**config.mk**
```make
export PLATFORM = sky130hd
export DESIGN_NAME = msc_top
export DESIGN_NICKNAME = d
export VERILOG_FILES = /design/src/verilog/msc_top.v
export VERILOG_INCLUDE_DIRS = /design/src /design/src/inc
export SDC_FILE = /design/constraint.sdc
export NUM_CORES = 1
export LEC_CHECK = 0
export BUFFER_PORTS_ARGS = -buffer_cell sky130_fd_sc_hd__buf_4
export CAP_MARGIN = 20
export CORE_MARGIN = 8
export CORE_UTILIZATION = 48
export DETAILED_ROUTE_END_ITERATION = 8
export PLACE_DENSITY = 0.79
export RECOVER_POWER = 25
export SLEW_MARGIN = 0
export SYNTH_ARGS = -nofsm -noshare
export SYNTH_HDL_FRONTEND = slang
export SYNTH_SLANG_ARGS = --single-unit
export TNS_END_PERCENT = 10
```
**constraint.sdc**
```tcl
create_clock -name clk -period 2.39 [get_ports clk]
set_input_delay 0.3585 -clock clk [delete_from_list [all_inputs] [get_ports clk]]
set_output_delay 0.3585 -clock clk [all_outputs]
set_load 0.05 [all_outputs]
```
**src/inc/msc_regs.vh**
```
`ifndef MSC_REGS_VH
`define MSC_REGS_VH
// register byte addresses
`define MSC_A_CMD      8'h00
`define MSC_A_CSR      8'h04
`define MSC_A_AXSTAT0  8'h10
`define MSC_A_ADC      8'h20
`define MSC_A_CTRL     8'h24
`define MSC_A_HWFAIL   8'h28
// axis status bits
`define MSC_AS_NEXEC   13
`define MSC_AS_DIR     12
`define MSC_AS_VEL     11
`define MSC_AS_PCOMP   10
`define MSC_AS_RUN     7
`define MSC_AS_POSERR  5
`define MSC_AS_WRAP    4
`define MSC_AS_INDEX   3
`define MSC_AS_MOFF    2
`define MSC_AS_HOME    1
`define MSC_AS_LIM     0
// comms status bits
`define MSC_CS_LASTOK  7
`define MSC_CS_HWFAIL  6
`define MSC_CS_PWRON   5
`define MSC_CS_FERR    4
`define MSC_CS_INPROC  3
`define MSC_CS_DPEND   1
`define MSC_CS_READY   0
// command opcodes, cmd register bits 7:0
`define MSC_OP_KILL      8'h01
`define MSC_OP_STOP      8'h02
`define MSC_OP_STOPMODE  8'h03
`define MSC_OP_RDSTAT    8'h04
`define MSC_OP_RDPOS     8'h05
`define MSC_OP_RDVEL     8'h06
`define MSC_OP_IO        8'h07
`define MSC_OP_LIMIT     8'h08
`define MSC_OP_ADC       8'h09
`define MSC_OP_GPIO      8'h0A
`define MSC_OP_SETDIR    8'h10
`define MSC_OP_LDTARGET  8'h11
`define MSC_OP_FINDHOME  8'h12
`define MSC_OP_FINDINDEX 8'h13
`define MSC_OP_START     8'h14
`define MSC_OP_MSTART    8'h15
`define MSC_OP_BPTIME    8'h16
`define MSC_OP_BPPOS     8'h17
`define MSC_OP_RSTPOS    8'h18
`define MSC_OP_SETMODE   8'h19
// analog channel range, minimum breakpoint distance, bus responses
`define MSC_ADC_MIN    3'd1
`define MSC_ADC_MAX    4'd8
`define MSC_MIN_DIST   32'h00000020
`define MSC_RESP_OKAY  2'h0
`define MSC_RESP_SLV   2'h2
`endif

```
**src/verilog/msc_top.v**
```verilog
// Summary of operation
// analog channel selector one to eight
// analog reading zero-extended to 16 bits
// out-of-range analog channel selector saturates, no error
// axis bit13 flags last command rejected
// bits 12,11,10: direction, mode, profile done
// bits 7,5,4: running, position, wrap errors
// bits 3..0: index, motor off, home, limit
// axis bits 15,14,9,8,6 read zero
// reject setdir in position, target in velocity
// reject find-home on four conditions
// reject find-index: running, trigger, limit
// reject start blocked by active limit
// time breakpoint needs position, accel, distance
// position breakpoint rejects present or zero
// homing allows only listed command set
// switch bits show synchronised switch levels
// comms bits: move complete, motor running
// comms bits: last ok, hw failure, bit2 zero
// power-on flag held until reset-position
// comms bits: function error, in process
// comms bits: data pending, ready
// move complete from profile complete
// function error set before in-process clears
`timescale 1ns/100ps
`include "msc_regs.vh"
module msc_top
(
  // clock and reset
  input wire clk,
  input wire reset,
  // axi4-lite write
  input wire [7:0] s_axi_awaddr,
  input wire s_axi_awvalid,
  output wire s_axi_awready,
  input wire [31:0] s_axi_wdata,
  input wire [3:0] s_axi_wstrb,
  input wire s_axi_wvalid,
  output wire s_axi_wready,
  output reg [1:0] s_axi_bresp,
  output reg s_axi_bvalid,
  input wire s_axi_bready,
  // axi4-lite read
  input wire [7:0] s_axi_araddr,
  input wire s_axi_arvalid,
  output wire s_axi_arready,
  output reg [31:0] s_axi_rdata,
  output reg [1:0] s_axi_rresp,
  output reg s_axi_rvalid,
  input wire s_axi_rready,
  // axis state from the motion core
  input wire [3:0] ax_running,
  input wire [3:0] ax_velmode,
  input wire [3:0] ax_fwd,
  input wire [3:0] ax_pcomp,
  input wire [3:0] ax_poserr,
  input wire [3:0] ax_wrap,
  input wire [3:0] ax_index,
  input wire [3:0] ax_motor_off,
  input wire [3:0] ax_homing,
  input wire [3:0] ax_lim_home_en,
  input wire [3:0] ax_trig_en,
  input wire [3:0] ax_accel_high,
  // switch pins, asynchronous
  input wire [3:0] home_sw,
  input wire [3:0] fwd_lim,
  input wire [3:0] rev_lim,
  // analog inputs, one byte each
  input wire [63:0] adc_data,
  // return data buffer and watchdog
  input wire rdb_pending,
  input wire watchdog,
  // accepted command to the motion core
  output reg cmd_go,
  output reg [7:0] cmd_op,
  output reg [1:0] cmd_axis,
  output reg [2:0] adc_sel
);
  reg [1:0] st_q;
  reg [31:0] arg_q;
  reg [7:0] op_q;
  reg [1:0] axis_q;
  reg [3:0] nexec_q;
  reg lastok_q;
  reg ferr_q;
  reg pwron_q;
  reg hwfail_q;
  reg [15:0] adcval_q;
  reg [3:0] ctl_dir_q;
  reg [3:0] hs1_q, hs2_q, fl1_q, fl2_q, rl1_q, rl2_q;
  reg aw_got_q, w_got_q;
  reg [7:0] awaddr_q;
  reg [31:0] wdata_q;
  reg [31:0] pos_q [0:3];
  reg [31:0] cmdarg_q;
  reg rej;
  reg ferr;
  reg [3:0] msel;
  reg [15:0] axstat [0:3];
  reg [15:0] csr;
  integer i;
  integer j;
  localparam ST_IDLE = 2'd0;
  localparam ST_EVAL = 2'd1;
  localparam ST_DONE = 2'd2;

  function [2:0] clamp_ch;
    input [31:0] v;
    begin
      if (v < `MSC_ADC_MIN)
        clamp_ch = 3'd0;
      else if (v > `MSC_ADC_MAX)
        clamp_ch = 3'd7;
      else
        clamp_ch = v[2:0] - 3'd1;
    end
  endfunction

  function allowed_homing;
    input [7:0] op;
    begin
      allowed_homing = (op >= `MSC_OP_KILL) && (op <= `MSC_OP_GPIO);
    end
  endfunction

  // switch synchronisers
  always @(posedge clk)
  begin
    hs1_q <= home_sw;
    hs2_q <= hs1_q;
    fl1_q <= fwd_lim;
    fl2_q <= fl1_q;
    rl1_q <= rev_lim;
    rl2_q <= rl1_q;
  end

  // axis status words
  always @*
  begin
    for (i = 0; i < 4; i = i + 1)
    begin
      axstat[i] = 16'h0000;
      axstat[i][`MSC_AS_NEXEC] = nexec_q[i];
      axstat[i][`MSC_AS_DIR] = ax_velmode[i] & ax_fwd[i];
      axstat[i][`MSC_AS_VEL] = ax_velmode[i];
      axstat[i][`MSC_AS_PCOMP] = ax_pcomp[i];
      axstat[i][`MSC_AS_RUN] = ax_running[i];
      axstat[i][`MSC_AS_POSERR] = ax_poserr[i];
      axstat[i][`MSC_AS_WRAP] = ax_wrap[i];
      axstat[i][`MSC_AS_INDEX] = ax_index[i];
      axstat[i][`MSC_AS_MOFF] = ax_motor_off[i];
      axstat[i][`MSC_AS_HOME] = hs2_q[i];
      axstat[i][`MSC_AS_LIM] = fl2_q[i] | rl2_q[i];
    end
  end

  // comms status word
  always @*
  begin
    csr = 16'h0000;
    csr[15:12] = ax_pcomp;
    csr[11:8] = ax_running;
    csr[`MSC_CS_LASTOK] = lastok_q;
    csr[`MSC_CS_HWFAIL] = hwfail_q;
    csr[`MSC_CS_PWRON] = pwron_q;
    csr[`MSC_CS_FERR] = ferr_q;
    csr[`MSC_CS_INPROC] = (st_q != ST_IDLE);
    csr[`MSC_CS_DPEND] = rdb_pending;
    csr[`MSC_CS_READY] = (st_q == ST_IDLE);
  end

  // command validity check
  always @*
  begin
    rej = 1'b0;
    ferr = 1'b0;
    msel = arg_q[3:0];
    if ((|ax_homing) && !allowed_homing(op_q))
      rej = 1'b1;
    else
      case (op_q)
        `MSC_OP_SETDIR:
          rej = !ax_velmode[axis_q];
        `MSC_OP_LDTARGET:
          rej = ax_velmode[axis_q];
        `MSC_OP_FINDHOME:
          rej = ax_homing[axis_q] | !ax_lim_home_en[axis_q] |
                (|ax_trig_en) | (fl2_q[axis_q] & rl2_q[axis_q]);
        `MSC_OP_FINDINDEX:
          rej = ax_running[axis_q] | (|ax_trig_en) |
                fl2_q[axis_q] | rl2_q[axis_q];
        `MSC_OP_START:
          rej = ctl_dir_q[axis_q] ? fl2_q[axis_q] : rl2_q[axis_q];
        `MSC_OP_MSTART:
        begin
          ferr = (msel == 4'h0) || ((msel & (msel - 4'h1)) == 4'h0);
          rej = |(msel & ((ctl_dir_q & fl2_q) | (~ctl_dir_q & rl2_q)));
        end
        `MSC_OP_BPTIME:
          rej = ax_velmode[axis_q] | ax_accel_high[axis_q] |
                (arg_q < `MSC_MIN_DIST);
        `MSC_OP_BPPOS:
          rej = arg_q[31] ? (arg_q[30:0] == 31'h00000000) :
                ({1'b0, arg_q[30:0]} == pos_q[axis_q]);
        `MSC_OP_KILL, `MSC_OP_STOP, `MSC_OP_STOPMODE, `MSC_OP_RDSTAT,
        `MSC_OP_RDPOS, `MSC_OP_RDVEL, `MSC_OP_IO, `MSC_OP_LIMIT,
        `MSC_OP_ADC, `MSC_OP_GPIO, `MSC_OP_RSTPOS, `MSC_OP_SETMODE:
          rej = 1'b0;
        default:
          ferr = 1'b1;
      endcase
  end

  // axi handshake
  assign s_axi_awready = !aw_got_q && !s_axi_bvalid;
  assign s_axi_wready = !w_got_q && !s_axi_bvalid;
  assign s_axi_arready = !s_axi_rvalid;

  // command engine and bus slave
  always @(posedge clk)
  begin
    if (reset)
    begin
      st_q <= ST_IDLE;
      arg_q <= 32'h00000000;
      op_q <= 8'h00;
      axis_q <= 2'h0;
      nexec_q <= 4'h0;
      lastok_q <= 1'b1;
      ferr_q <= 1'b0;
      pwron_q <= 1'b1;
      hwfail_q <= 1'b0;
      adcval_q <= 16'h0000;
      ctl_dir_q <= 4'hF;
      aw_got_q <= 1'b0;
      w_got_q <= 1'b0;
      awaddr_q <= 8'h00;
      wdata_q <= 32'h00000000;
      cmdarg_q <= 32'h00000000;
      s_axi_bvalid <= 1'b0;
      s_axi_bresp <= `MSC_RESP_OKAY;
      s_axi_rvalid <= 1'b0;
      s_axi_rresp <= `MSC_RESP_OKAY;
      s_axi_rdata <= 32'h00000000;
      cmd_go <= 1'b0;
      cmd_op <= 8'h00;
      cmd_axis <= 2'h0;
      adc_sel <= 3'd0;
      for (j = 0; j < 4; j = j + 1)
        pos_q[j] <= 32'h00000000;
    end
    else
    begin
      cmd_go <= 1'b0;
      if (s_axi_awvalid && s_axi_awready)
      begin
        aw_got_q <= 1'b1;
        awaddr_q <= s_axi_awaddr;
      end
      if (s_axi_wvalid && s_axi_wready)
      begin
        w_got_q <= 1'b1;
        wdata_q <= s_axi_wdata;
      end
      if (s_axi_bvalid && s_axi_bready)
        s_axi_bvalid <= 1'b0;
      if (aw_got_q && w_got_q)
      begin
        aw_got_q <= 1'b0;
        w_got_q <= 1'b0;
        s_axi_bvalid <= 1'b1;
        s_axi_bresp <= `MSC_RESP_OKAY;
        case (awaddr_q)
          `MSC_A_CMD:
            if (st_q == ST_IDLE)
            begin
              op_q <= wdata_q[7:0];
              axis_q <= wdata_q[9:8];
              arg_q <= cmdarg_q;
              st_q <= ST_EVAL;
            end
          `MSC_A_CTRL:
            cmdarg_q <= wdata_q;
          `MSC_A_HWFAIL:
            hwfail_q <= wdata_q[0];
          default:
            s_axi_bresp <= `MSC_RESP_SLV;
        endcase
      end
      case (st_q)
        // idle: a command write above moves on to evaluation
        ST_IDLE:
        begin
        end
        ST_EVAL:
        begin
          ferr_q <= ferr;
          lastok_q <= !(rej | ferr);
          st_q <= ST_DONE;
          if (op_q != `MSC_OP_MSTART)
            nexec_q[axis_q] <= rej;
          else if (!ferr)
            for (j = 0; j < 4; j = j + 1)
              if (msel[j])
                nexec_q[j] <= rej;
          if (!(rej | ferr))
          begin
            cmd_go <= 1'b1;
            cmd_op <= op_q;
            cmd_axis <= axis_q;
            if (op_q == `MSC_OP_SETDIR)
              ctl_dir_q[axis_q] <= arg_q[0];
            if (op_q == `MSC_OP_RSTPOS)
            begin
              pwron_q <= 1'b0;
              pos_q[axis_q] <= 32'h00000000;
            end
            if (op_q == `MSC_OP_ADC)
            begin
              adc_sel <= clamp_ch(arg_q);
              adcval_q <= {8'h00,
                adc_data[clamp_ch(arg_q)*8 +: 8]};
            end
          end
        end
        ST_DONE:
          st_q <= ST_IDLE;
        default:
          st_q <= ST_IDLE;
      endcase
      // watchdog set wins over a reset-position clear
      if (watchdog)
        pwron_q <= 1'b1;
      if (s_axi_rvalid && s_axi_rready)
        s_axi_rvalid <= 1'b0;
      if (s_axi_arvalid && s_axi_arready)
      begin
        s_axi_rvalid <= 1'b1;
        s_axi_rresp <= `MSC_RESP_OKAY;
        s_axi_rdata <= 32'h00000000;
        case (s_axi_araddr)
          `MSC_A_CSR:
            s_axi_rdata <= {16'h0000, csr};
          `MSC_A_ADC:
            s_axi_rdata <= {16'h0000, adcval_q};
          `MSC_A_CTRL:
            s_axi_rdata <= cmdarg_q;
          `MSC_A_HWFAIL:
            s_axi_rdata <= {31'h00000000, hwfail_q};
          8'h10, 8'h14, 8'h18, 8'h1C:
            s_axi_rdata <= {16'h0000, axstat[s_axi_araddr[3:2]]};
          default:
            s_axi_rresp <= `MSC_RESP_SLV;
        endcase
      end
    end
  end
endmodule // msc_top

```
Yosys cells after proc, flatten, opt, wreduce, memory -nomap -nowiden
Index checks and enable logic that the tools add are counted.

Register bits after elaboration: 214. Input port bits: 185. Output and inout bits: 55. Logic and storage cells: 214.

$add $sub $neg: 2. $lt $le $gt $ge: 8. Equal/unequal tests: 36. Shifts and indexed selects: 1. Multiplexer cells: 52. Bitwise operators: 27. Reduce and logical (&&, ||, !) cells: 54.

Operators with widths (number): 32-bit one-hot mux with 5 select lines (1); 8-bit by 5-bit equality test with 1-bit output (second input constant) (14); 64-bit by 7-bit indexed part select with 8-bit output (1); 8-bit by 3-bit equality test with 1-bit output (second input constant) (5); 8-bit by 6-bit equality test with 1-bit output (second input constant) (5); 16-bit binary-select mux with 2-bit select (1); 31-bit by 32-bit equality test with 1-bit output (second input constant) (1); 32-bit by 4-bit > comparator with 1-bit output (second input constant) (1); 32-bit by 1-bit < comparator with 1-bit output (second input constant) (1); 32-bit by 6-bit < comparator with 1-bit output (second input constant) (1); 16-bit 2-to-1 mux (2); 31-bit zero test (1); 8-bit by 4-bit equality test with 1-bit output (second input constant) (3); 3-bit AND reduction (8); 1-bit 2-to-1 mux (22); 19-bit OR reduction (1); 3-bit 2-to-1 mux (6); 4-bit AND (4); 1-bit binary-select mux with 2-bit select (8); 8-bit by 2-bit equality test with 1-bit output (second input constant) (2); 4-bit OR reduction (4); 2-bit nonzero test (7); 1-bit OR (13); 1-bit logical AND (11); 32 further kinds (57).

Longest topological paths before layout
Depth after elaboration: 13. Mapped depth: 13. Depth with buffers taken out: 11.

Worst setup path after synthesis
No wires, ideal clock.

Path kind: register -> register. Start point: register arg_q[0]. End point: register adcval_q[0]. Setup time: 138 ps. Arrival time: 2494 ps. Data required time: 2252 ps. Slack: -242 ps. Cell stages (with the launch flop): 12. Path buffers: 2. Period minus slack after synthesis: 2632 ps. Cells stage by stage: dfxtp_1 > clkbuf_8 > inv_1 > ha_1 > or3b_1 > a21oi_4 > o2111ai_2 > nand2b_1 > clkbuf_1 > o221ai_1 > a21boi_0 > a211oi_1.

Cells in the longest elaborated chain, start to end: 9. Elaborated cells on any way between the ends: 29. Classes of those cells: add/sub (2); order compare (3); eq/ne (1); shift (1); mux (11); bitwise (5); reduce/logical (6).

RTL lines: start: declaration (RTL line msc_top.v:80) `reg [31:0] arg_q;`; start signal: assignment (RTL line msc_top.v:279) `arg_q <= cmdarg_q;`; branches (longest 9 deep; another with 32-bit by 4-bit > comparator with 1-bit output); end signal: assignment (RTL line msc_top.v:321) `adcval_q <= {8'h00,`; end: declaration (RTL line msc_top.v:88) `reg [15:0] adcval_q;`.

Several ways; the timed one is not identified. The select of a mux whose other input is x is not followed. A chain may end at the register's enable or synchronous reset.

Worst setup path in the final report
Start point: register op_q[2] (netlist: allowed_homing.op[2]). End point: register nexec_q[1].

Cells in the longest elaborated chain, start to end: 8. Elaborated cells on any way between the ends: 38. Classes of those cells: order compare (2); eq/ne (22); mux (8); reduce/logical (6).

RTL lines: start: declaration (RTL line msc_top.v:81) `reg [7:0] op_q;`; start signal: assignment (RTL line msc_top.v:277) `op_q <= wdata_q[7:0];`; 8-bit by 1-bit >= comparator with 1-bit output (no line) / 8-bit by 4-bit less-or-equal comparator with 1-bit output (equally long branches); 1-bit logical AND (RTL line msc_top.v:122) `` allowed_homing = (op >= `MSC_OP_KILL) && (op <= `MSC_OP_GPIO); ``; 1-bit zero test (RTL line msc_top.v:178) `if ((|ax_homing) && !allowed_homing(op_q))`; 1-bit logical AND (RTL line msc_top.v:178); 1-bit 2-to-1 mux (RTL line msc_top.v:178); 1-bit 2-to-1 mux (RTL line msc_top.v:304) `if (msel[j])`; 4-bit 2-to-1 mux (RTL line msc_top.v:302) `else if (!ferr)`; 4-bit 2-to-1 mux (RTL line msc_top.v:300) `` if (op_q != `MSC_OP_MSTART) ``; end signal: indexed assignment (RTL line msc_top.v:301) `nexec_q[axis_q] <= rej;`; end signal: indexed assignment (RTL line msc_top.v:305) `nexec_q[j] <= rej;`; end: declaration (RTL line msc_top.v:83) `reg [3:0] nexec_q;`.

Parallel ways exist; a longest one is shown, timed or not. The select of a mux whose other input is x is not followed.

==> reports/results.txt <==
clk sinks = 212
Iter 0 DRT Violations = 868
most common library cells after synthesis = 259 x nand2_1, 212 x dfxtp_1, 164 x a21oi_1
syn avg cell area = 8.40 um^2
wire length of the first global-routing pass = 46500 um
maximum vdd drop = 450 uV
TNS Setup = 0 ns
drt drc = 0
ratio of cells with drive above 1 in the final layout = 31.0%
Final Max Tran Viols = 38
sequential cell area fraction in the yosys report = 46.1%
vias post-DR = 9082
area grow syn2layout = 36.1%
Mapped Area = 9210 um^2
Total GRT Usage = 23.9%
clock latency on the worst-skew pair = 0.51 ns
predominant post-synthesis flop cell = dfxtp_1
Die Wd = 155 um
row count = 50
GRT overflow = 0
crit-path max FO = 7
Synth Instances = 1096
initial antenna violation count = 0
fin nets = 1538
period utilization = 100%
CTS buffer count = 23
kind of critical path = register to register
Hold Vio Cnt, Final = 0
share of flip-flops with an asynchronous set or reset = 0%
die height = 155 um
post-detail-place hpwl = 22000 um
Power Density = 624 nW/um^2
placed cell count = 1546
number of max-cap violations = 1
failing checks = max-capacitance violations, max-slew violations
DRT antenna net count = 0
Ant. Diodes = 0
largest cells by area after synthesis = dfxtp_1 46%, nand2_1 11%, a21oi_1 8.9%
CTS clk-pin slew, worst paths = 0.06 ns
router iterations before antenna repair = 5
Max-slew headroom = -2.44%
most frequent cell after synthesis = nand2_1
arrival time worst endpoint = 2.77 ns
largest net degree at the start of global routing = 58
Yosys top cell area share = 46.1%
Final Instance Count excl. Fillers = 1598
Vias/cell = 5.68
leakage power = 4.88 nW
status = finished, violations left
I/O pins = 240
CTS tree = done
root buf cell = clkbuf_16
RSZ-0062 raised after global routing = true
#FFs+latches synth = 212
Total Die Area = 23900 um^2
Synth warnings = 0
initial core utilization = 49.1%
post-layout power = 0.00782 W
final wirelength = 30100 um
post-synth top area cell = dfxtp_1
CORE AREA = 18800 um^2
Period minus WS final = 2.39 ns
Cell variety after synth = 73
Fmax = 0.419 GHz
vias in the first global route = 8578
drt wl/cell = 18.8 um
FILL cells = 1606
Bufs on Longest Clock Path = 3
Slew @ Worst Pin = 1.54 ns
IO buf count = 233
CP Launch Type = register
EDFF count, synth = 0
crit end category = register
worst min path class = primary input to register
final setup vio count = 0
GP Congestion = 0.954
Final Skew = 0.00971 ns
r2r setup slk = 0.001 ns
WP data required = 2.77 ns
CTS HTree Levels = 1
[path summary, 6_finish.rpt]
kind                                     start                   endpoint  cells after the start
min reg2reg                   rl1_q[3]$_DFF_P_           rl2_q[3]$_DFF_P_                      0
min                               s_axi_rready  s_axi_rvalid$_SDFFE_PP0P_                      2
max reg2reg  allowed_homing.op[2]$_SDFFE_PP0P_    nexec_q[1]$_SDFFE_PP0P_                      8
max          allowed_homing.op[2]$_SDFFE_PP0P_    nexec_q[1]$_SDFFE_PP0P_                      8
[logic make-up after synthesis]
| logic type | share of synthesized area (%) |
|---|---|
| simple gates | 22.0 |
| compound gates | 18.9 |
| flops | 46.1 |
| buf+inv | 5.15 |
| mux | 7.23 |
| fa+ha+maj | 0.543 |
| other cells | 0.0407 |
| xor+xnor | 0.0951 |
[layer usage]
metal,share of wire (%),global-route usage (%)
met1,43,32.6
met2,47,38.4
met3,8.3,4.32
met4,1.9,6.21
met5,0,0
[layout by cell type (no fill, tap or decap), drive strengths merged, types with 10 or more instances in the layout]
master,netlist,final
buf,19,285
nand2,260,260
dfxtp,212,212
a21oi,165,165
nor2,72,72
clkbuf,67,50
nand3,33,33
o21ai,28,28
mux2i,23,23
nor4,21,21
a211oi,15,15
mux4,15,15
o221ai,15,15
dlygate4sd3,0,12
inv,11,12
nor3,10,10
nand2b,10,10
[critical path, cell delays in order, from the launching register on]
cell      delay (ns)
dfxtp_1         0.37
or4_1           0.53
o211ai_1        0.26
o41ai_2         0.22
buf_4           0.18
a211oi_2        0.31
a32oi_2         0.12
mux2i_2         0.21
nor2_1          0.06
[state kept, by name, indices dropped and copies added, names as in the netlist, 8 cells and up]
register           flops
adcval_q               8
allowed_homing.op      8
arg_q                 32
awaddr_q               8
cmd_op                 8
cmdarg_q              32
s_axi_rdata           32
wdata_q               32
[power by group]
part	internal (W)	switching [W]
logic	0.000378	0.000421
clock network	0.00196	0.00138
registers	0.00362	0.0000638
total	0.00596	0.00186
[repair_timing]
item / 4_1_cts / 5_1_grt
setup buffers: 0 / 0
endpoints found under the hold margin: 12 / 0
endpoints found under the setup margin: 29 / 29
gates resized for setup: 9 / 34
pin swaps: 3 / 8
hold buffers: 12 / 0
[per-stage QoR]
stage               utilization (%)  worst slack (ns)  hold slack [ns]  instance area, um^2
floorplan                         -           -0.0147            0.310                 9350
global placement               61.4            -0.157            0.312                11500
detailed placement             61.4            -0.200            0.312                11500
CTS                            66.1            0.0120           0.0320                12400
global route                   66.8           -0.0705           0.0456                12500
finish                         66.8           0.00110           0.0453                12500
[final cells by class]
cell class / count / area [um^2] / area share (%)
multi-input combinational: 788 / 4800 / 38.3
inverter: 11 / 46.3 / 0.369
sequential: 212 / 4250 / 33.9
timing repair buffer: 313 / 2430 / 19.4
clock inverter: 6 / 42.5 / 0.339
tap: 234 / 293 / 2.33
clock buffer: 34 / 677 / 5.40
Note: power is estimated with default switching activity, not from simulation.
